<file path="src/acc_pkg.sv">
package acc_pkg;

  // Register indices; byte address is four times the index
  localparam logic [7:0] RUN_CTRL_IDX = 8'h61;
  localparam logic [7:0] CFG_A_IDX = 8'h62;
  localparam logic [7:0] CFG_B_IDX = 8'h65;
  localparam logic [7:0] AVG_IDX = 8'h68;
  localparam logic [7:0] LINK_CTRL_IDX = 8'h70;
  localparam logic [7:0] STATUS_IDX = 8'h71;
  localparam logic [7:0] FAULT_IDX = 8'h72;

  localparam int ADDR_W = 12;
  localparam logic [ADDR_W-1:0] RUN_CTRL_ADDR = {2'b00, RUN_CTRL_IDX, 2'b00};
  localparam logic [ADDR_W-1:0] CFG_A_ADDR = {2'b00, CFG_A_IDX, 2'b00};
  localparam logic [ADDR_W-1:0] CFG_B_ADDR = {2'b00, CFG_B_IDX, 2'b00};
  localparam logic [ADDR_W-1:0] AVG_ADDR = {2'b00, AVG_IDX, 2'b00};
  localparam logic [ADDR_W-1:0] LINK_CTRL_ADDR = {2'b00, LINK_CTRL_IDX, 2'b00};
  localparam logic [ADDR_W-1:0] STATUS_ADDR = {2'b00, STATUS_IDX, 2'b00};
  localparam logic [ADDR_W-1:0] FAULT_ADDR = {2'b00, FAULT_IDX, 2'b00};

  localparam logic [7:0] RUN_CTRL_RST = 8'h01;
  localparam logic [7:0] CFG_A_RST = 8'h01;
  localparam logic [7:0] CFG_B_RST = 8'h01;
  localparam logic [7:0] AVG_RST = 8'h61;
  localparam logic [7:0] LINK_CTRL_RST = 8'h00;

  localparam int RUN_BIT = 0;
  localparam int FG_BIT = 0;
  localparam int BG_BIT = 1;
  localparam int FG_OS_BIT = 2;
  localparam int BG_OS_BIT = 3;
  localparam int OFFSET_REFERENCE_SELECT_BIT = 2;
  localparam int OFFSET_AVERAGING_AMOUNT_LSB = 4;
  localparam int LIN_AVG_LSB = 0;
  localparam int AVG_W = 3;
  localparam int LINK_BIT = 0;

  // Fault flag positions
  localparam int FLT_CFG_WHILE_RUN = 0;
  localparam int FLT_LINK_BEFORE_RUN = 1;
  localparam int FLT_RUN_OFF_LINK_ON = 2;
  localparam int FLT_OFFSET_REFERENCE_SELECT_NO_BG = 3;
  localparam int FLT_W = 4;

  typedef struct packed {
    logic fg;
    logic bg;
    logic fg_os;
    logic bg_os;
    logic offset_reference_select;
    logic [AVG_W-1:0] offset_averaging_amount;
    logic [AVG_W-1:0] lin_avg;
  } acc_cfg_t;

  typedef struct packed {
    logic values_reset;
    logic fg_run;
    logic fg_offset;
    logic bg_run;
    logic bg_offset;
    logic ref_spare;
  } acc_engine_t;

  typedef enum logic [2:0] {
    SEQ_HOLD,
    SEQ_RESET_VALUES,
    SEQ_FOREGROUND,
    SEQ_BACKGROUND,
    SEQ_DONE
  } acc_seq_state_t;

endpackage : acc_pkg

</file>
<file path="src/acc_cal_sequencer.sv">
module acc_cal_sequencer
  import acc_pkg::*;
(
  input wire logic pclk,
  input wire logic presetn,
  input wire logic run,
  input acc_cfg_t cfg,
  input wire logic fg_done_in,
  output acc_engine_t engine_ctrl,
  output acc_cfg_t cfg_latched,
  output acc_seq_state_t state,
  output logic fg_done
);

  acc_seq_state_t state_q;
  acc_seq_state_t state_d;
  acc_cfg_t cfg_q;
  logic fg_done_q;

  always_comb begin
    state_d = state_q;
    unique case (state_q)
      SEQ_HOLD: if (run) state_d = SEQ_RESET_VALUES;
      SEQ_RESET_VALUES: state_d = cfg_q.fg ? SEQ_FOREGROUND : (cfg_q.bg ? SEQ_BACKGROUND : SEQ_DONE);
      SEQ_FOREGROUND: if (fg_done_in) state_d = cfg_q.bg ? SEQ_BACKGROUND : SEQ_DONE;
      SEQ_BACKGROUND: state_d = SEQ_BACKGROUND;
      SEQ_DONE: state_d = SEQ_DONE;
    endcase
    if (!run) state_d = SEQ_HOLD;
  end

  always_ff @(posedge pclk or negedge presetn) begin
    if (!presetn) state_q <= SEQ_HOLD;
    else state_q <= state_d;
  end

  // Settings are frozen at the run edge so later writes cannot disturb a sequence
  always_ff @(posedge pclk or negedge presetn) begin
    if (!presetn) cfg_q <= '0;
    else if (state_q == SEQ_HOLD && run) cfg_q <= cfg;
  end

  always_ff @(posedge pclk or negedge presetn) begin
    if (!presetn) fg_done_q <= 1'b0;
    else if (state_d == SEQ_HOLD || state_d == SEQ_RESET_VALUES) fg_done_q <= 1'b0;
    // Done only when foreground was skipped or has really finished
    else if ((state_q == SEQ_RESET_VALUES && !cfg_q.fg) ||
             (state_q == SEQ_FOREGROUND && fg_done_in)) fg_done_q <= 1'b1;
  end

  always_comb begin
    engine_ctrl = '0;
    engine_ctrl.values_reset = (state_q == SEQ_RESET_VALUES);
    engine_ctrl.fg_run = (state_q == SEQ_FOREGROUND);
    engine_ctrl.fg_offset = engine_ctrl.fg_run && cfg_q.fg_os;
    engine_ctrl.bg_run = (state_q == SEQ_BACKGROUND);
    engine_ctrl.bg_offset = engine_ctrl.bg_run && cfg_q.bg_os;
    // Spare reference whenever the reference select and background are both set in the latched settings, in any state; mid-code otherwise
    engine_ctrl.ref_spare = cfg_q.offset_reference_select && cfg_q.bg;
  end

  assign cfg_latched = cfg_q;
  assign state = state_q;
  assign fg_done = fg_done_q;

endmodule : acc_cal_sequencer

</file>
<file path="src/acc_calibration_control.sv">
module acc_calibration_control
  import acc_pkg::*;
(
  input wire logic pclk,
  input wire logic presetn,
  input wire logic psel,
  input wire logic penable,
  input wire logic pwrite,
  input wire logic [ADDR_W-1:0] paddr,
  input wire logic [31:0] pwdata,
  input wire logic [3:0] pstrb,
  output logic [31:0] prdata,
  output logic pready,
  output logic pslverr,
  input wire logic fg_done_in,
  output logic engine_hold,
  output logic divider_reset,
  output logic serial_link_enable,
  output acc_engine_t engine_ctrl,
  output acc_cfg_t engine_cfg
);

  logic [7:0] run_ctrl_q;
  logic [7:0] cfg_a_q;
  logic [7:0] cfg_b_q;
  logic [7:0] avg_q;
  logic [7:0] link_ctrl_q;
  logic [FLT_W-1:0] fault_q;
  logic [31:0] prdata_q;
  logic engine_hold_q;
  logic divider_reset_q;
  logic link_out_q;

  logic setup;
  logic access;
  logic wr;
  logic mapped;
  logic [7:0] wbyte;
  logic run;
  logic link;
  acc_cfg_t cfg_live;
  acc_seq_state_t seq_state;
  logic seq_fg_done;
  logic [31:0] rd_mux;
  logic [FLT_W-1:0] fault_set;

  assign setup = psel && !penable;
  assign access = psel && penable;
  assign wr = access && pwrite && pstrb[0];
  assign wbyte = pwdata[7:0];
  assign run = run_ctrl_q[RUN_BIT];
  assign link = link_ctrl_q[LINK_BIT];

  always_comb begin
    unique case (paddr)
      RUN_CTRL_ADDR, CFG_A_ADDR, CFG_B_ADDR, AVG_ADDR, LINK_CTRL_ADDR, STATUS_ADDR, FAULT_ADDR: mapped = 1'b1;
      default: mapped = 1'b0;
    endcase
  end

  // Zero-wait slave; read data is captured in the setup cycle
  assign pready = 1'b1;
  assign pslverr = access && !mapped;
  assign prdata = prdata_q;

  // Reserved bits are stored as written so read-back shows what software wrote
  always_ff @(posedge pclk or negedge presetn) begin
    if (!presetn) run_ctrl_q <= RUN_CTRL_RST;
    else if (wr && paddr == RUN_CTRL_ADDR) run_ctrl_q <= wbyte;
  end

  always_ff @(posedge pclk or negedge presetn) begin
    if (!presetn) cfg_a_q <= CFG_A_RST;
    else if (wr && paddr == CFG_A_ADDR) cfg_a_q <= wbyte;
  end

  always_ff @(posedge pclk or negedge presetn) begin
    if (!presetn) cfg_b_q <= CFG_B_RST;
    else if (wr && paddr == CFG_B_ADDR) cfg_b_q <= wbyte;
  end

  always_ff @(posedge pclk or negedge presetn) begin
    if (!presetn) avg_q <= AVG_RST;
    else if (wr && paddr == AVG_ADDR) avg_q <= wbyte;
  end

  always_ff @(posedge pclk or negedge presetn) begin
    if (!presetn) link_ctrl_q <= LINK_CTRL_RST;
    else if (wr && paddr == LINK_CTRL_ADDR) link_ctrl_q <= wbyte;
  end

  always_comb begin
    cfg_live.fg = cfg_a_q[FG_BIT];
    cfg_live.bg = cfg_a_q[BG_BIT];
    cfg_live.fg_os = cfg_a_q[FG_OS_BIT];
    cfg_live.bg_os = cfg_a_q[BG_OS_BIT];
    cfg_live.offset_reference_select = cfg_b_q[OFFSET_REFERENCE_SELECT_BIT];
    cfg_live.offset_averaging_amount = avg_q[OFFSET_AVERAGING_AMOUNT_LSB +: AVG_W];
    cfg_live.lin_avg = avg_q[LIN_AVG_LSB +: AVG_W];
  end

  // Sticky ordering faults and a reference-select-without-background fault, so software misuse shows up in read-back
  always_comb begin
    fault_set = '0;
    fault_set[FLT_CFG_WHILE_RUN] = wr && run && (paddr == CFG_A_ADDR || paddr == CFG_B_ADDR || paddr == AVG_ADDR);
    fault_set[FLT_LINK_BEFORE_RUN] = wr && paddr == LINK_CTRL_ADDR && wbyte[LINK_BIT] && !run;
    fault_set[FLT_RUN_OFF_LINK_ON] = wr && paddr == RUN_CTRL_ADDR && !wbyte[RUN_BIT] && link;
    fault_set[FLT_OFFSET_REFERENCE_SELECT_NO_BG] = run && cfg_live.offset_reference_select && !cfg_live.bg;
  end

  // Write one to clear; a new event in the same cycle wins
  always_ff @(posedge pclk or negedge presetn) begin
    if (!presetn) fault_q <= '0;
    else if (wr && paddr == FAULT_ADDR) fault_q <= (fault_q & ~wbyte[FLT_W-1:0]) | fault_set;
    else fault_q <= fault_q | fault_set;
  end

  always_ff @(posedge pclk or negedge presetn) begin
    if (!presetn) begin
      engine_hold_q <= 1'b0;
    end else begin
      engine_hold_q <= !run;
    end
  end

  always_ff @(posedge pclk or negedge presetn) begin
    if (!presetn) divider_reset_q <= 1'b0;
    else divider_reset_q <= !run;
  end

  // Link is never driven while calibration is held, whatever software wrote
  always_ff @(posedge pclk or negedge presetn) begin
    if (!presetn) link_out_q <= 1'b0;
    else link_out_q <= link && run;
  end

  assign engine_hold = engine_hold_q;
  assign divider_reset = divider_reset_q;
  assign serial_link_enable = link_out_q;

  acc_cal_sequencer u_seq (
    .pclk(pclk),
    .presetn(presetn),
    .run(run),
    .cfg(cfg_live),
    .fg_done_in(fg_done_in),
    .engine_ctrl(engine_ctrl),
    .cfg_latched(engine_cfg),
    .state(seq_state),
    .fg_done(seq_fg_done)
  );

  always_comb begin
    rd_mux = '0;
    unique case (paddr)
      RUN_CTRL_ADDR: rd_mux[7:0] = run_ctrl_q;
      CFG_A_ADDR: rd_mux[7:0] = cfg_a_q;
      CFG_B_ADDR: rd_mux[7:0] = cfg_b_q;
      AVG_ADDR: rd_mux[7:0] = avg_q;
      LINK_CTRL_ADDR: rd_mux[7:0] = link_ctrl_q;
      STATUS_ADDR: rd_mux[7:0] = {2'b00, link_out_q, engine_hold_q, seq_fg_done, seq_state};
      FAULT_ADDR: rd_mux[FLT_W-1:0] = fault_q;
      default: rd_mux = '0;
    endcase
  end

  always_ff @(posedge pclk or negedge presetn) begin
    if (!presetn) prdata_q <= '0;
    else if (setup && !pwrite) prdata_q <= rd_mux;
  end

endmodule : acc_calibration_control

</file>
<file path="config.mk">
export PLATFORM = sky130hd
export DESIGN_NAME = acc_calibration_control
export DESIGN_NICKNAME = d
export VERILOG_FILES = /design/src/acc_pkg.sv /design/src/acc_cal_sequencer.sv /design/src/acc_calibration_control.sv
export SDC_FILE = /design/constraint.sdc
export NUM_CORES = 1
export LEC_CHECK = 0
export ABC_CLOCK_PERIOD_IN_PS = 4950
export BUFFER_PORTS_ARGS = -buffer_cell sky130_fd_sc_hd__buf_2
export CORE_MARGIN = 3
export CORE_UTILIZATION = 45
export CTS_BUF_LIST = sky130_fd_sc_hd__clkbuf_8
export DETAILED_ROUTE_END_ITERATION = 10
export GPL_TIMING_DRIVEN = 0
export PLACE_DENSITY = 0.8
export SYNTH_ARGS = -nofsm -noshare
export SYNTH_HDL_FRONTEND = slang
export SYNTH_SLANG_ARGS = --single-unit
export TNS_END_PERCENT = 50
</file>
<file path="constraint.sdc">
create_clock -name pclk -period 4.95 [get_ports pclk]
set_clock_uncertainty 0.2 [all_clocks]
set_input_delay 0.99 -clock pclk [delete_from_list [all_inputs] [get_ports pclk]]
set_output_delay 0.99 -clock pclk [all_outputs]
set_load 0.005 [all_outputs]
</file>
Word-level counts from Yosys, hierarchy flattened
Cells that the tools add are included.
Widths: inputs -> output; s select.

cells by class
  equality and inequality tests = 12
  multiplexer cells = 11
  bitwise operators = 4
  reductions and logical operators = 42

operators with widths
  kind                 number
  $eq 12x9->1 const B  7
  $pmux 4 s7           1
  $logic_and 1x1->1    27
  $pmux 4 s6           1
  $pmux 3 s5           1
  $mux 3               4
  $or 4x4->4           2
  $logic_not 1->1      7
  $reduce_or 7->1      1
  $eq 3x1->1 const B   2
  $eq 3x2->1 const B   2
  $logic_not 3->1      2
  $and 4x4->4          1
  $logic_or 1x1->1     4
  $mux 4               1
  $not 4->4            1
  $eq 3x3->1 const B   1
  $mux 1               3
  $reduce_bool 2->1    1

storage, ports and cells
  register bits = 69
  bits of input ports = 54
  output and inout port bits = 54
  logic and storage cells = 87

Longest topological paths before layout
  depth in word-level cells = 8
  depth in mapped cells = 7
  gate-level depth less buffers = 5

Hierarchy
A second synthesis with hierarchy kept.

unflattened totals
  cells, all modules = 315
  area total of the unflattened synthesis = 3,717.3 µm²

modules (own cells, without submodules)
  module                   instances  cells an instance  area each (µm²)  seq. area each (µm²)
  acc_calibration_control  1          259                2,956.6          1,358.8
  acc_cal_sequencer        1          56                 760.7            375.4

Least setup slack after synthesis
OpenSTA, ideal clock, no wires.

  kind = input-to-output
  start point = in paddr[6]
  end point = out pslverr
  arrival time = 2,022 ps
  data required time = 3,760 ps
  setup slack = 1,738 ps
  cell stages on the path = 7
  buffers on the path = 2
  cell sequence = clkbuf_1 > nand2b_1 > clkbuf_1 > o32a_1 > o22a_1 > nor3_1 > nor2_1

between the ends
  word-level cells in the longest chain between the ends = 5
  elaborated cells between the ends (all ways) = 11
  those cells by class = eq/ne (7); mux (1); reduce/logical (3)

ends and longest elaborated chain
  element                RTL line                       source
  from (decl)            acc_calibration_control.sv:9   input wire logic [ADDR_W-1:0] paddr,
  $eq 12x9->1            acc_calibration_control.sv:55  unique case (paddr)
  $reduce_or 7->1 (*)    acc_calibration_control.sv:55
  $mux 1 (*)             acc_calibration_control.sv:55
  $logic_not 1->1 (*)    acc_calibration_control.sv:63  assign pslverr = access && !mapped;
  $logic_and 1x1->1 (*)  acc_calibration_control.sv:63
  to (decl)              acc_calibration_control.sv:14  output logic pslverr,

Mark *: on every way between the ends. The rest lies on a longest branch, timed or not.

Worst setup path after layout
Same ends and word-level chain as after synthesis.

==> flow_summary.json <==
{
  "status": "completed",
  "leakage_uw": 0.00214,
  "via_per_inst": 5.42,
  "tns_ns": 0,
  "timing.rr.start": "u_seq.state[2]$_DFF_PN0_",
  "synth_cell_types": 49,
  "crit_arrival_ns": 2.40,
  "critPathKind": "input pin to output port",
  "wl_met2_mm": 3.97,
  "finalHoldViolCount": 0,
  "m1WireLength_mm": 3.58,
  "grt_pass1_wl_mm": 13.6,
  "fill_cells": 675,
  "finalSetupViolations": 0,
  "syn2layout_area_growth_pct": 19.6,
  "insertion_delay_ns": 0.36,
  "avgSynthCellArea_um2": 11.2,
  "drt_pass1_iterations": 5,
  "rsz0062_at_grt": "no",
  "hold_path.class": "register to register",
  "worstPathRequired_ns": 3.76,
  "cp-startpoint": "paddr[6]",
  "drc_errors": 0,
  "cts_tree": "done",
  "drive_gt1_share_pct": 39.5,
  "cts_buffers": 9,
  "ctsHtreeMaxLevel": 3,
  "track_usage_pct": 19.8,
  "vdd_drop_max_uv": 171,
  "cap_viol_max_count": 0,
  "r2r_end": "u_seq.cfg_latched[5]$_DFFE_PN0P_",
  "num_antenna_cells": 0,
  "async_flop_share_pct": 100,
  "syn_inst": 321,
  "grt-ovfl-total": 0,
  "clock_path_buffers": 2,
  "die_h_um": 95.5,
  "drt_iter0_drc": 223,
  "p_per_area_nw_per_um2": 279,
  "setup.worst_path.end": "pslverr",
  "place.gp.congestion": 0.909,
  "synth_edf_count": 0,
  "initial_core_util_pct": 46.4,
  "path_clk_slew_ns": 0.07,
  "slew_viol_final": 0,
  "drt-total-wl_mm": 8.51,
  "clockRootBuffer": "clkbuf_8",
  "die_width_um": 95.5,
  "synth_area_um2": 3600,
  "ff2ff_path_depth": 5,
  "antenna_found_initial": 0,
  "ys_seq_area_share_pct": 48.1,
  "end_kind": "output port",
  "ys.flop_type": "dfrtp_1",
  "synth_area_leader_cell": "dfrtp_1",
  "ff2ff_setup_slack_ns": 2.58,
  "dieArea_um2": 9120,
  "grt_max_degree": 70,
  "io_pins": 108,
  "synth_warnings": 0,
  "ys_ff_latch": 69,
  "finalNetCount": 459,
  "wl_per_cell_um": 16.6,
  "synth.top_cell.area_share_pct": 43.8,
  "slew_headroom_pct": 43.3,
  "min_period_over_period_pct": 72.6,
  "grt_pass1_vias": 2654,
  "post-cts-setup-buffers": 0,
  "rows": 32,
  "setup_slack_ns": 1.36,
  "portBuffers": 50,
  "crit_fanout": 9,
  "max_freq_mhz": 278,
  "dp_hpwl_mm": 6.16,
  "top_layer": "met4",
  "synthTopCellsByArea": "dfrtp_1 (44%), mux2_2 (16%), buf_4 (5.6%), dfstp_2 (4.4%), a22o_1 (2.9%)",
  "start_kind": "input pin",
  "cts.sinks": 69,
  "vias": 2773,
  "worstMarginPinSlew_ns": 0.851,
  "whs_ns": 0.278,
  "post_cts_resized": 0,
  "ctsHoldBuffers": 0,
  "core_region_area_um2": 7770,
  "dr_wl_met3_um": 774,
  "final_antenna_net_count": 0,
  "min_period_ns": 3.59,
  "pre_cts_slack_ns": 1.39
}
## placed cells by master (no fill, tap or decap), types with 12 or more instances in the layout
cell type	n
nor3_1	13
clkbuf_1	12
o21ai_0	13
buf_4	28
a22o_1	12
nor2_1	14
dfrtp_1	63
nand2_1	17
buf_2	54
conb_1	25
mux2_2	52
## cell type report
cell class,instances,area (um^2),area share (%)
Clock inverter,6,103,2.38
Buffer,45,277,6.42
Timing Repair Buffer,50,253,5.86
Clock buffer,10,138,3.19
Multi-Input combinational cell,224,1660,38.4
Inverter,6,22.5,0.522
Tap cell,102,128,2.96
Sequential cell,69,1730,40.2
## worst min-delay path by stage
stage / from / endpoint / slack [ns] / depth (start not counted)
4_1_cts: prdata[3]$_DFFE_PN0P_ / prdata[3]$_DFFE_PN0P_ / 0.29 / 2
6_report: prdata[3]$_DFFE_PN0P_ / prdata[3]$_DFFE_PN0P_ / 0.28 / 2
3_5_place_dp: prdata[3]$_DFFE_PN0P_ / prdata[3]$_DFFE_PN0P_ / 0.27 / 2
2_1_floorplan: fault_q[0]$_DFF_PN0_ / fault_q[0]$_DFF_PN0_ / 0.26 / 1
5_1_grt: prdata[3]$_DFFE_PN0P_ / prdata[3]$_DFFE_PN0P_ / 0.31 / 2
3_3_place_gp: prdata[3]$_DFFE_PN0P_ / prdata[3]$_DFFE_PN0P_ / 0.27 / 2
## cell usage after synthesis (all sizes together) (4+ instances only)
master,n
dfrtp,63
mux2,52
buf,33
nand2,18
nor2,15
nor3,14
o21ai,13
a22o,12
clkbuf,12
a22oi,8
mux2i,8
nor2b,8
and2,7
dfstp,6
inv,6
a21oi,4
nand2b,4
## routing by layer
| layer | track usage [%] | up-vias |
|---|---|---|
| li1 | - | 1269 |
| met1 | 26.6 | 1354 |
| met2 | 31.0 | 132 |
| met3 | 4.10 | 18 |
| met4 | 8.41 | 0 |
| met5 | 0 | - |
## critical path: stages
cell,delay [ns]
clkbuf_1,0.29
nand2b_1,0.09
clkbuf_1,0.23
o32a_1,0.23
o22a_1,0.21
nor3_1,0.17
nor2_1,0.07
buf_2,0.12
## where the power goes
| group | switching [uW] | internal [uW] | total [uW] |
|---|---|---|---|
| Combinational | 46.9 | 30.5 | 77.3 |
| Sequential | 0.168 | 564 | 564 |
| Clock | 216 | 344 | 560 |
| Total | 263 | 938 | 1200 |
## through the flow
| step | cells | utilization (%) | power, uW | area, um^2 |
|---|---|---|---|---|
| after global routing | 512 | 55.5 | 1240 | 4310 |
| after CTS | 512 | 55.5 | 1200 | 4310 |
| after detailed placement | 496 | 52.4 | 651 | 4070 |
| after global placement | 496 | 52.4 | 650 | 4070 |
| after floorplan | 344 | - | 618 | 3690 |
| final | 512 | 55.5 | 1200 | 4310 |
## sequential cells by signal, indices dropped and copies added (netlist names)
name / count
avg_q: 8
u_seq.cfg_latched: 11
fault_q: 4
cfg_a_q: 8
divider_reset: 1
prdata: 8
serial_link_enable: 1
u_seq.fg_done: 1
cfg_b_q: 8
u_seq.state: 3
run_ctrl_q: 8
link_ctrl_q: 8
## cell families after synthesis
family	after synthesis	share of synthesized area, %
flip-flops	69	48.1
other	2	0.208
AND/OR/NAND/NOR	81	12.8
XOR/XNOR	3	0.729
buffers and inverters	51	8.30
multiplexers	60	18.5
AO/OA/AOI/OAI	55	11.3
(Power assumes the default switching activity.)
